--- config.mk ---
export PLATFORM = sky130hd
export DESIGN_NAME = bert_top
export DESIGN_NICKNAME = d
export VERILOG_FILES = /design/src/bert_pkg.sv /design/src/bert_sync2.sv /design/src/bert_top.sv
export VERILOG_INCLUDE_DIRS = /design/src
export SDC_FILE = /design/constraint.sdc
export NUM_CORES = 1
export LEC_CHECK = 0
export ABC_AREA = 1
export BUFFER_PORTS_ARGS = -buffer_cell sky130_fd_sc_hd__buf_2
export CELL_PAD_IN_SITES_DETAIL_PLACEMENT = 1
export CELL_PAD_IN_SITES_GLOBAL_PLACEMENT = 1
export CORE_MARGIN = 4
export CORE_UTILIZATION = 50
export CTS_CLUSTER_DIAMETER = 120
export DETAILED_ROUTE_END_ITERATION = 10
export PLACE_DENSITY = 0.87
export SLEW_MARGIN = 0
export SYNTH_ARGS = -nofsm -noshare
export SYNTH_HDL_FRONTEND = slang
export SYNTH_SLANG_ARGS = --single-unit
--- constraint.sdc ---
create_clock -name ref_clk -period 35.9 [get_ports ref_clk]
set_input_delay 0 -clock ref_clk [delete_from_list [all_inputs] [get_ports ref_clk]]
set_output_delay 0 -clock ref_clk [all_outputs]
set_load 0.1 [all_outputs]
--- src/bert_cfg.svh ---
// register offsets, field positions, reset values and counts of the bit error rate tester
// assumes: included by bare name from the top module and the bench
`ifndef BERT_CFG_SVH
`define BERT_CFG_SVH

// ************************************************
// byte offsets on the register bus
// ************************************************
`define BERT_OFS_PATSET 8'h00
`define BERT_OFS_PATLEN 8'h04
`define BERT_OFS_TAP 8'h08
`define BERT_OFS_CTRL 8'h0C
`define BERT_OFS_ERRINS 8'h10
`define BERT_OFS_STATUS 8'h14
`define BERT_OFS_RXPAT 8'h18
`define BERT_OFS_ERRCNT 8'h1C
`define BERT_OFS_BITCNT 8'h20

// ************************************************
// field positions and reset values
// ************************************************
`define BERT_ST_SYNC 0
`define BERT_ST_ONES 1
`define BERT_ST_ZEROS 2
`define BERT_EI_SINGLE 3
`define BERT_RST_PATSET 32'h0000_0000
`define BERT_RST_LEN 5'h00
`define BERT_RST_CTRL 8'h00
`define BERT_RST_EI 4'h0
`define BERT_RST_HIST 32'h5555_5555

// ************************************************
// sequence counts
// ************************************************
`define BERT_TX_LOAD_EDGES 2'h3
`define BERT_SYNC_BASE 7'h22
`define BERT_LOSS_WINDOW 6'h3F
`define BERT_LOSS_ERRORS 3'h6
`define BERT_DEC1 24'h00_000A
`define BERT_DEC2 24'h00_0064
`define BERT_DEC3 24'h00_03E8
`define BERT_DEC4 24'h00_2710
`define BERT_DEC5 24'h01_86A0
`define BERT_DEC6 24'h0F_4240
`define BERT_DEC7 24'h98_9680

`endif

--- src/bert_pkg.sv ---
// types shared by the bit error rate tester
// assumes: nothing beyond the constants header
package bert_pkg;
	// pattern control register layout, bit 7 first
	typedef struct packed {
		logic txLoad;
		logic [2:0] spare;
		logic loadCount;
		logic resync;
		logic syncEnable;
		logic repMode;
	} bert_ctrl_t;

	// latched address phase of one bus transfer
	typedef struct packed {
		logic valid;
		logic write;
		logic [7:0] addr;
	} bert_req_t;

	typedef enum logic {BERT_HUNT, BERT_LOCKED} bert_rx_state_t;
endpackage : bert_pkg

--- src/bert_sync2.sv ---
// two-flop synchroniser for a group of asynchronous levels
// assumes: one clock, reset already released synchronously by the caller
`timescale 1ns/1ps
`default_nettype none
module bert_sync2 #(
	parameter int WIDTH = 1
) (
	input wire logic clk, // sampling clock
	input wire logic rst_n, // reset, active low
	input wire logic [WIDTH-1:0] asyncIn, // levels from outside
	output logic [WIDTH-1:0] syncOut // levels in clk domain
);
	logic [WIDTH-1:0] meta_q;

	// first stage feeds only the second stage
	always_ff @(posedge clk or negedge rst_n) begin
		if (!rst_n) begin
			meta_q <= '0;
			syncOut <= '0;
		end else begin
			meta_q <= asyncIn;
			syncOut <= meta_q;
		end
	end
endmodule : bert_sync2
`default_nettype wire

--- src/bert_top.sv ---
// bit error rate tester: pattern generator, receiver with synchroniser, bit and error counters
// assumes: AHB-Lite single word transfers, bit clocks well below half of ref_clk
//
// How it works
// - pseudorandom generator with programmable length and tap, up to 32 bits
// - repetitive mode repeats a programmed pattern of 1 to 32 bits
// - error count and bit count held in two readable 32-bit counters
// - after programming, a transmit load starts the pattern at the serial output
// - receiver hunts for the pattern, steered by sync enable and resync bits
// - pseudorandom check against transmit polynomial; all zeros also pass, all ones do not
// - all-ones and all-zeros reception reported as status flags for software
// - sync declared after 34 plus n consecutive error-free bits
// - status bit zero high while synced; each deviating bit while synced counts an error
// - repetitive mode syncs on any pattern of the same length; pattern readable
// - load count marks the integration period; software divides errors by bits
// - transmitter inverts a single bit or one in ten up to one in ten million
// - first tap always at length minus one, second tap programmable
// - both paths work at any bit clock rate from static up to well below half of ref_clk
// - transmit and receive run independently with their own pattern state
// - receiver stays synced with error rates up to one in a hundred
// - gapped bit clocks: only clocked bit periods carry pattern data
// - load edge fills generator; first bit, msb first, after third clock edge
// - transmit load pin ORed with control bit 7
`timescale 1ns/1ps
`default_nettype none
`include "bert_cfg.svh"
module bert_top
	import bert_pkg::*;
(
	input wire logic ref_clk, // 40 MHz system clock
	input wire logic arst_n, // asynchronous reset, active low
	input wire logic hsel, // slave select
	input wire logic [31:0] haddr, // byte address
	input wire logic [1:0] htrans, // transfer type
	input wire logic hwrite, // write when high
	input wire logic [2:0] hsize, // transfer size, word only
	input wire logic [31:0] hwdata, // write data
	input wire logic hready, // bus ready
	output logic hreadyout, // slave ready
	output logic hresp, // always okay
	output logic [31:0] hrdata, // read data
	input wire logic transmitLoad, // load pin, rising edge
	input wire logic loadCount, // integration boundary pin
	input wire logic txBitClock, // transmit bit clock pin
	input wire logic rxBitClock, // receive bit clock pin
	input wire logic rxData, // serial receive data
	output logic txData, // serial transmit data
	output logic rxSync // receiver in sync
);
	// ************************************************
	// reset release and pin synchronisers
	// ************************************************
	logic [1:0] rstPipe_q;
	logic rstSync_n;
	logic [4:0] pinS;
	logic txClkS, rxClkS, rxDatS, loadPinS, lcPinS;

	// async assert, two-flop release
	always_ff @(posedge ref_clk or negedge arst_n) begin
		if (!arst_n) rstPipe_q <= 2'h0;
		else rstPipe_q <= {rstPipe_q[0], 1'b1};
	end
	assign rstSync_n = rstPipe_q[1];

	bert_sync2 #(.WIDTH(5)) uPins (
		.clk(ref_clk),
		.rst_n(rstSync_n),
		.asyncIn({txBitClock, rxBitClock, rxData, transmitLoad, loadCount}),
		.syncOut(pinS)
	);
	assign {txClkS, rxClkS, rxDatS, loadPinS, lcPinS} = pinS;

	// ************************************************
	// register bus slave
	// ************************************************
	logic [31:0] patSet_q, errCnt_q, bitCnt_q, rxSr_q;
	logic [4:0] patLen_q, tap_q;
	bert_ctrl_t ctrl_q;
	logic [3:0] errIns_q;
	logic singlePend_q;
	bert_req_t req_q;
	logic [31:0] rdData_q;
	logic wrEn, ctrlWr, addrPhase;
	logic [31:0] statusWord;
	bert_rx_state_t rxState_q;
	logic onesFlag_q, zerosFlag_q;

	// zero wait states: every transfer ends in its first data cycle
	assign hreadyout = 1'b1;
	assign hresp = 1'b0;
	assign hrdata = rdData_q;
	assign addrPhase = hsel && hready && htrans[1];
	assign wrEn = req_q.valid && req_q.write;
	assign ctrlWr = wrEn && req_q.addr == `BERT_OFS_CTRL;
	assign statusWord = {29'h0, zerosFlag_q, onesFlag_q, rxState_q == BERT_LOCKED};

	// address phase capture
	always_ff @(posedge ref_clk or negedge rstSync_n) begin
		if (!rstSync_n) req_q <= '0;
		else req_q <= '{valid: addrPhase, write: hwrite, addr: haddr[7:0]};
	end

	// read data registered at the address phase, unmapped reads give zero
	always_ff @(posedge ref_clk or negedge rstSync_n) begin
		if (!rstSync_n) begin
			rdData_q <= 32'h0000_0000;
		end else if (addrPhase && !hwrite) begin
			unique case (haddr[7:0])
				`BERT_OFS_PATSET: rdData_q <= patSet_q;
				`BERT_OFS_PATLEN: rdData_q <= {27'h0, patLen_q};
				`BERT_OFS_TAP: rdData_q <= {27'h0, tap_q};
				// pulse bits read as zero, even in the cycle right after their write
				`BERT_OFS_CTRL: rdData_q <= {24'h0, ctrl_q.txLoad, ctrl_q.spare, 2'h0, ctrl_q.syncEnable, ctrl_q.repMode};
				`BERT_OFS_ERRINS: rdData_q <= {29'h0, errIns_q[2:0]};
				`BERT_OFS_STATUS: rdData_q <= statusWord;
				`BERT_OFS_RXPAT: rdData_q <= rxSr_q;
				`BERT_OFS_ERRCNT: rdData_q <= errCnt_q;
				`BERT_OFS_BITCNT: rdData_q <= bitCnt_q;
				default: rdData_q <= 32'h0000_0000;
			endcase
		end
	end

	// programming registers; resync and load count bits are write pulses
	always_ff @(posedge ref_clk or negedge rstSync_n) begin
		if (!rstSync_n) begin
			patSet_q <= `BERT_RST_PATSET;
			patLen_q <= `BERT_RST_LEN;
			tap_q <= `BERT_RST_LEN;
			ctrl_q <= `BERT_RST_CTRL;
			errIns_q <= `BERT_RST_EI;
		end else begin
			ctrl_q.resync <= 1'b0;
			ctrl_q.loadCount <= 1'b0;
			errIns_q[`BERT_EI_SINGLE] <= 1'b0;
			if (wrEn) begin
				unique case (req_q.addr)
					`BERT_OFS_PATSET: patSet_q <= hwdata;
					`BERT_OFS_PATLEN: patLen_q <= hwdata[4:0];
					`BERT_OFS_TAP: tap_q <= hwdata[4:0];
					`BERT_OFS_CTRL: ctrl_q <= hwdata[7:0];
					`BERT_OFS_ERRINS: errIns_q <= hwdata[3:0];
					default: ;
				endcase
			end
		end
	end

	// ************************************************
	// transmit generator
	// ************************************************
	logic txClkP_q, loadReqP_q, txEdge, loadEdge, fire, inject;
	logic [1:0] txArm_q;
	logic txRun_q;
	logic [31:0] txSr_q, lenMask;
	logic txFb;
	logic [23:0] decCnt_q, decLimit;

	// only bit clock edges move the pattern, so gapped clocks just pause it
	always_ff @(posedge ref_clk or negedge rstSync_n) begin
		if (!rstSync_n) begin
			txClkP_q <= 1'b0;
			loadReqP_q <= 1'b0;
		end else begin
			txClkP_q <= txClkS;
			loadReqP_q <= loadPinS | ctrl_q.txLoad;
		end
	end
	assign txEdge = txClkS && !txClkP_q;
	assign loadEdge = (loadPinS | ctrl_q.txLoad) && !loadReqP_q;
	assign fire = txEdge && (txRun_q || txArm_q == 2'h1);
	assign lenMask = 32'hFFFF_FFFF >> (5'd31 - patLen_q);
	// tap A is fixed at length minus one, tap B is programmed
	assign txFb = ctrl_q.repMode ? txSr_q[patLen_q] : txSr_q[patLen_q] ^ txSr_q[tap_q];

	// load arms a three-edge countdown; the msb leaves on the third edge
	always_ff @(posedge ref_clk or negedge rstSync_n) begin
		if (!rstSync_n) begin
			txSr_q <= 32'h0000_0000;
			txArm_q <= 2'h0;
			txRun_q <= 1'b0;
			txData <= 1'b0;
		end else if (loadEdge) begin
			txSr_q <= patSet_q & lenMask;
			txArm_q <= `BERT_TX_LOAD_EDGES;
			txRun_q <= 1'b0;
		end else if (txEdge) begin
			if (txArm_q != 2'h0) txArm_q <= txArm_q - 2'h1;
			if (fire) begin
				txRun_q <= 1'b1;
				txData <= txSr_q[patLen_q] ^ inject;
				txSr_q <= {txSr_q[30:0], txFb} & lenMask;
			end
		end
	end

	// decade limit for the selected insertion rate
	always_comb begin
		unique case (errIns_q[2:0])
			3'h1: decLimit = `BERT_DEC1;
			3'h2: decLimit = `BERT_DEC2;
			3'h3: decLimit = `BERT_DEC3;
			3'h4: decLimit = `BERT_DEC4;
			3'h5: decLimit = `BERT_DEC5;
			3'h6: decLimit = `BERT_DEC6;
			3'h7: decLimit = `BERT_DEC7;
			default: decLimit = 24'hFF_FFFF;
		endcase
	end
	assign inject = singlePend_q || (errIns_q[2:0] != 3'h0 && decCnt_q == decLimit - 24'h1);

	// rate counter runs on transmitted bits only
	always_ff @(posedge ref_clk or negedge rstSync_n) begin
		if (!rstSync_n) decCnt_q <= 24'h00_0000;
		else if (errIns_q[2:0] == 3'h0 || (fire && decCnt_q >= decLimit - 24'h1)) decCnt_q <= 24'h00_0000;
		else if (fire) decCnt_q <= decCnt_q + 24'h1;
	end

	// single error request; a new request beats the consuming bit
	always_ff @(posedge ref_clk or negedge rstSync_n) begin
		if (!rstSync_n) singlePend_q <= 1'b0;
		else if (errIns_q[`BERT_EI_SINGLE]) singlePend_q <= 1'b1;
		else if (fire) singlePend_q <= 1'b0;
	end

	// ************************************************
	// receive synchroniser, independent of transmit state
	// ************************************************
	logic rxClkP_q, rxEdge, rxFb, bitErr;
	logic [6:0] good_q;
	logic [5:0] winCnt_q;
	logic [2:0] winErr_q;
	logic [31:0] hist_q;
	logic [6:0] syncNeed;

	always_ff @(posedge ref_clk or negedge rstSync_n) begin
		if (!rstSync_n) rxClkP_q <= 1'b0;
		else rxClkP_q <= rxClkS;
	end
	assign rxEdge = rxClkS && !rxClkP_q;
	// history fits the polynomial; constant zeros fit it too, constant ones only in repetitive mode
	assign rxFb = ctrl_q.repMode ? rxSr_q[patLen_q] : rxSr_q[patLen_q] ^ rxSr_q[tap_q];
	assign bitErr = rxDatS != rxFb;
	assign syncNeed = `BERT_SYNC_BASE + {2'h0, patLen_q} + 7'h1;

	// hunt feeds received bits in; once locked the register runs free
	always_ff @(posedge ref_clk or negedge rstSync_n) begin
		if (!rstSync_n) rxSr_q <= 32'h0000_0000;
		else if (rxEdge) rxSr_q <= {rxSr_q[30:0], rxState_q == BERT_LOCKED ? rxFb : rxDatS};
	end

	// hunt and lock; dense errors in a window drop lock, sparse ones do not
	always_ff @(posedge ref_clk or negedge rstSync_n) begin
		if (!rstSync_n) begin
			rxState_q <= BERT_HUNT;
			good_q <= 7'h00;
			winCnt_q <= 6'h00;
			winErr_q <= 3'h0;
		end else if (ctrl_q.resync || !ctrl_q.syncEnable) begin
			rxState_q <= BERT_HUNT;
			good_q <= 7'h00;
		end else if (rxEdge) begin
			unique case (rxState_q)
				BERT_HUNT: begin
					good_q <= bitErr ? 7'h00 : good_q + 7'h1;
					winCnt_q <= 6'h00;
					winErr_q <= 3'h0;
					if (!bitErr && good_q + 7'h1 >= syncNeed) rxState_q <= BERT_LOCKED;
				end
				BERT_LOCKED: begin
					good_q <= 7'h00;
					winCnt_q <= winCnt_q + 6'h1;
					if (winCnt_q == `BERT_LOSS_WINDOW) winErr_q <= {2'h0, bitErr};
					else if (bitErr) winErr_q <= winErr_q + 3'h1;
					if (bitErr && winErr_q + 3'h1 >= `BERT_LOSS_ERRORS) rxState_q <= BERT_HUNT;
				end
			endcase
		end
	end
	assign rxSync = rxState_q == BERT_LOCKED;

	// raw history for the constant-stream flags
	always_ff @(posedge ref_clk or negedge rstSync_n) begin
		if (!rstSync_n) begin
			hist_q <= `BERT_RST_HIST;
			onesFlag_q <= 1'b0;
			zerosFlag_q <= 1'b0;
		end else begin
			if (rxEdge) hist_q <= {hist_q[30:0], rxDatS};
			onesFlag_q <= &hist_q;
			zerosFlag_q <= ~|hist_q;
		end
	end

	// ************************************************
	// bit and error counters
	// ************************************************
	logic lcPinP_q, lcEdge, errInc;
	logic [31:0] bitAcc_q, errAcc_q;

	// detector idles low like the pin, so reset release gives no false boundary
	always_ff @(posedge ref_clk or negedge rstSync_n) begin
		if (!rstSync_n) lcPinP_q <= 1'b0;
		else lcPinP_q <= lcPinS;
	end
	assign lcEdge = (lcPinS && !lcPinP_q) || ctrl_q.loadCount;
	assign errInc = rxEdge && rxSync && bitErr;

	// boundary snapshot includes the bit of that cycle, then restarts at zero
	always_ff @(posedge ref_clk or negedge rstSync_n) begin
		if (!rstSync_n) begin
			bitAcc_q <= 32'h0000_0000;
			bitCnt_q <= 32'h0000_0000;
		end else if (lcEdge) begin
			bitCnt_q <= bitAcc_q + {31'h0, rxEdge};
			bitAcc_q <= 32'h0000_0000;
		end else if (rxEdge) begin
			bitAcc_q <= bitAcc_q + 32'h1;
		end
	end

	always_ff @(posedge ref_clk or negedge rstSync_n) begin
		if (!rstSync_n) begin
			errAcc_q <= 32'h0000_0000;
			errCnt_q <= 32'h0000_0000;
		end else if (lcEdge) begin
			errCnt_q <= errAcc_q + {31'h0, errInc};
			errAcc_q <= 32'h0000_0000;
		end else if (errInc) begin
			errAcc_q <= errAcc_q + 32'h1;
		end
	end

	// hsize is not decoded: only whole words are supported
	logic unusedBits;
	assign unusedBits = ^{hsize, haddr[31:8]};
endmodule : bert_top
`default_nettype wire

==> flow_metrics.env <==
export IMPL_status="finished, final reports clean"
export IMPL_fin_crit_sh_pct=16.6
export IMPL_die_height_um=213
export IMPL_die_area_sq_um=45300
export IMPL_dpl_hpwl_mm=50.2
export IMPL_drc=0
export IMPL_met3_length_mm=4.68
export IMPL_clock_sinks=384
export IMPL_grt_pass1_wl_mm=119
export IMPL_synth_edff_count=0
export IMPL_critPathKind="reg2reg"
export IMPL_netlist_instances=2686
export IMPL_synth_top_family_by_area="simple AND/OR/NAND/NOR gates"
export IMPL_clock_latency_ps=590
export IMPL_setup_viol=0
export IMPL_finClkSkew_ps=26.1
export IMPL_intPower_uw=783
export IMPL_async_flop_share_pct=100
export IMPL_ioPinCount=115
export IMPL_rsz0062_at_grt="no"
export IMPL_drt_first_iter_violations=1488
export IMPL_met2_length_mm=36.4
export IMPL_grt_util_all_layers_pct=33.3
export IMPL_synthAdderAreaFrac_pct=2.86
export IMPL_fp_dieW_um=213
export IMPL_power_switching_uw=339
export IMPL_cp_start_kind="register"
export IMPL_synthSimpleGateAreaFrac_pct=23.4
export IMPL_pwr_share_seq_pct=45.2
export IMPL_max_slew_margin_pct=19.1
export IMPL_period_minus_slack_ps=5950
export IMPL_cp_required_ps=36330
export IMPL_cp_arrival_ps=6380
export IMPL_cts_max_level=2
export IMPL_worst_pin_slew_ps=1210
export IMPL_grt_pass1_vias=21000
export IMPL_numPortBuffers=84
export IMPL_ys_types=55
export IMPL_grt_max_degree=166
export IMPL_synth_area_mux_share_pct=0.805
export IMPL_seq_area_frac_synth_pct=45.9
export IMPL_finalPower_mw=1.12
export IMPL_min_from="rxBitClock"
export IMPL_critPathMaxFanout=41
export IMPL_p_per_area_nw_per_um2=47.4
export IMPL_hold_viol=0
export IMPL_maxCapViolations=0
export IMPL_drive_gt1_share_pct=8.70
export IMPL_cp_end_kind="register"
export IMPL_cts_resized=0
export IMPL_yosysWarningCount=0
export IMPL_hold_slack_ps=68.2
export IMPL_clkTransAtPathRegs_ps=60
export IMPL_ys_top_cells_by_area="dfrtp_1, nand2_1, o21ai_0"
export IMPL_slew_violations=0
export IMPL_cts_buffer_depth=3
export IMPL_combPwrFrac_pct=14.0
export IMPL_initial_core_util_pct=51.0
export IMPL_p_sw_share_pct=30.2
export IMPL_p_clk_share_pct=40.9
export IMPL_max_freq_mhz=168
export IMPL_finalSetupTns_ps=0
export IMPL_place_ws_ps=30220
export IMPL_p_leak_nw=11.0
export IMPL_cts_tree="yes"
export IMPL_design_core_area_sq_um=41100
export IMPL_finalWirelength_mm=75.2
export IMPL_peakVddDrop_mv=0.0268
export IMPL_synth_largest_area_cell="dfrtp_1"
export IMPL_dr_pass1_iters=5
export IMPL_cts_buffers=44
export IMPL_m1WireLength_mm=31.3
export IMPL_vias=19900
export IMPL_synth_ff_type="dfrtp_1"
export IMPL_num_rows=74
export IMPL_gr_total_overflow=0
export IMPL_highest_layer="met5"
export IMPL_antenna_left=0
export IMPL_timing_rr_start="tap_q[0]$_DFFE_PN0P_"
export IMPL_synth_xor_area_share_pct=3.84
export IMPL_min_path_type="in2reg"
export IMPL_synth_compound_area_share_pct=14.3
export IMPL_critPathLaunch="tap_q[0]$_DFFE_PN0P_"
export IMPL_routed_via_density=5.97
export IMPL_setup_slack_ps=29950
export IMPL_syn_area_per_cell_sq_um=7.81
export IMPL_wire_per_inst_um=22.5
export IMPL_nets=2897
export IMPL_syn_to_final_growth_pct=12.8
export IMPL_syn_area_sq_um=21000
export IMPL_synth_top_area_share_pct=43.9
export IMPL_antenna_found_initial=2
export IMPL_gp_congestion=0.929
export IMPL_ys_ff_latch=384
export IMPL_cts_root_buf="clkbuf_16"
-- power groups by stage --
stage                     clock network [mW]  logic (mW)  registers, mW
final                                  0.459       0.157          0.507
after floorplan                            0      0.0964          0.512
after global routing                   0.481       0.175          0.511
after global placement                     0       0.136          0.509
after detailed placement                   0       0.146          0.511
after CTS                              0.459       0.153          0.504
-- through the flow --
stage	instances	util, %	instance area [sq um]
after CTS	3336	57.5	23600
after floorplan	2687	-	21000
after detailed placement	3204	52.8	21700
after global placement	3204	52.8	21700
after global routing	3337	57.5	23600
final	3337	57.5	23600
-- synthesized netlist by cell type (4+ instances only) --
master / n
o21a_1: 7
nand2_1: 588
nand4_1: 54
inv_2: 6
xnor2_1: 21
buf_4: 9
a31oi_1: 8
o21ai_1: 4
buf_1: 8
clkinv_1: 5
nand3_1: 142
or2_2: 6
dfstp_2: 16
buf_6: 5
o21ai_0: 305
o211ai_1: 12
o21bai_1: 5
mux2_2: 15
xor2_1: 71
a21oi_1: 107
nor4_1: 43
o22ai_1: 36
clkbuf_1: 80
buf_2: 13
a221oi_1: 19
ha_1: 48
o32ai_1: 11
nor2_1: 210
o2111ai_1: 4
nor2_2: 10
nor3_1: 68
dfrtp_1: 368
inv_1: 344
-- cell usage in the layout (no fill, tap or decap), drive strengths merged, types with 2 or more instances in the layout --
master and n:
nor2 222, nand3 145, o21ai 309, nor3 69, a22o 2, o21a 7
clkinvlp 2, nand2 593, xor2 71, a31oi 8, o211ai 12, o221ai 2
clkinv 19, o41ai 2, clkbuf 61, bufinv 2, nand4 54, dlygate4sd3 52
dfstp 16, or2 6, nor4 44, a211oi 2, xnor2 21, o22ai 36
a21oi 108, mux2 15, o21bai 5, a221oi 19, o32ai 11, buf 100
inv 352, dfrtp 368, nor3b 3, o2111ai 4, o31ai 3, conb 3
a21o 2, ha 48
-- final cells by class --
| cell class | count | area (sq um) |
|---|---|---|
| Timing Repair Buffer | 152 | 1070 |
| Antenna cell | 1 | 2.50 |
| Clock buffer | 61 | 1270 |
| Sequential cell | 384 | 9630 |
| Multi-Input combinational cell | 1832 | 9510 |
| Fill cell | 5026 | 17500 |
| Tap cell | 532 | 666 |
| Inverter | 356 | 1340 |
| Clock inverter | 19 | 161 |
-- path summary, 6_finish.rpt --
check                                              to  cells after the start  slack, ps
hold / removal              uPins.meta_q[3]$_DFF_PN0_                      2         70
setup reg to reg             errCnt_q[25]$_DFFE_PN0N_                     25      29950
max in group asynchronous    errAcc_q[30]$_DFFE_PN0P_                      2      32980
setup / recovery             errCnt_q[25]$_DFFE_PN0N_                     25      29950
min in group asynchronous      rstPipe_q[1]$_DFF_PN0_                      3        270
hold reg to reg            uPins.syncOut[2]$_DFF_PN0_                      0        350
-- repair_timing --
action,in CTS,in global routing
hold buffers,52,0
hold endpoints to repair,74,0
setup buffers,0,0
-- flip-flops by register name (all words and copies together) (netlist names), 32 cells and up --
| name | count |
|---|---|
| bitAcc_q | 32 |
| bitCnt_q | 32 |
| errAcc_q | 32 |
| errCnt_q | 32 |
| hist_q | 32 |
| hrdata | 32 |
| patSet_q | 32 |
| rxSr_q | 32 |
| txSr_q | 32 |
-- worst max-delay path: stages, from the launching register on --
cell     delay, ps
dfrtp_1        360
buf_4          250
inv_1          430
buf_4          390
nand2_1         90
nand3_1        100
nand3_1        110
nand2_1        100
nand2_1         60
nand3_1        210
nand3_1        160
nand2_1        130
nand3_2        120
nand2_2        680
nand2_4        450
inv_1          170
ha_1           200
nand3_1        230
nor2_1         240
inv_1          100
nor2_1         260
nand2_1        120
nor2_1         180
nand2_1        110
xor2_1         350
o21ai_0        160
-- per-layer routing --
layer / vias up / global-route usage [%]
met1: 10000 / 43.6
li1: 9037 / -
met2: 661 / 56.4
met3: 196 / 5.38
met4: 2 / 11.6
met5: - / 0
-- cell families after synthesis --
| family | after synthesis |
|---|---|
| and+or+nand+nor | 1137 |
| AOI/OAI and AO/OA | 537 |
| buffers and inverters | 471 |
| DFF | 384 |
| xor gates and xnor gates | 92 |
| adders and majority gates | 48 |
| muxes | 15 |
| other | 2 |
Note: power is estimated with default switching activity, not from simulation.
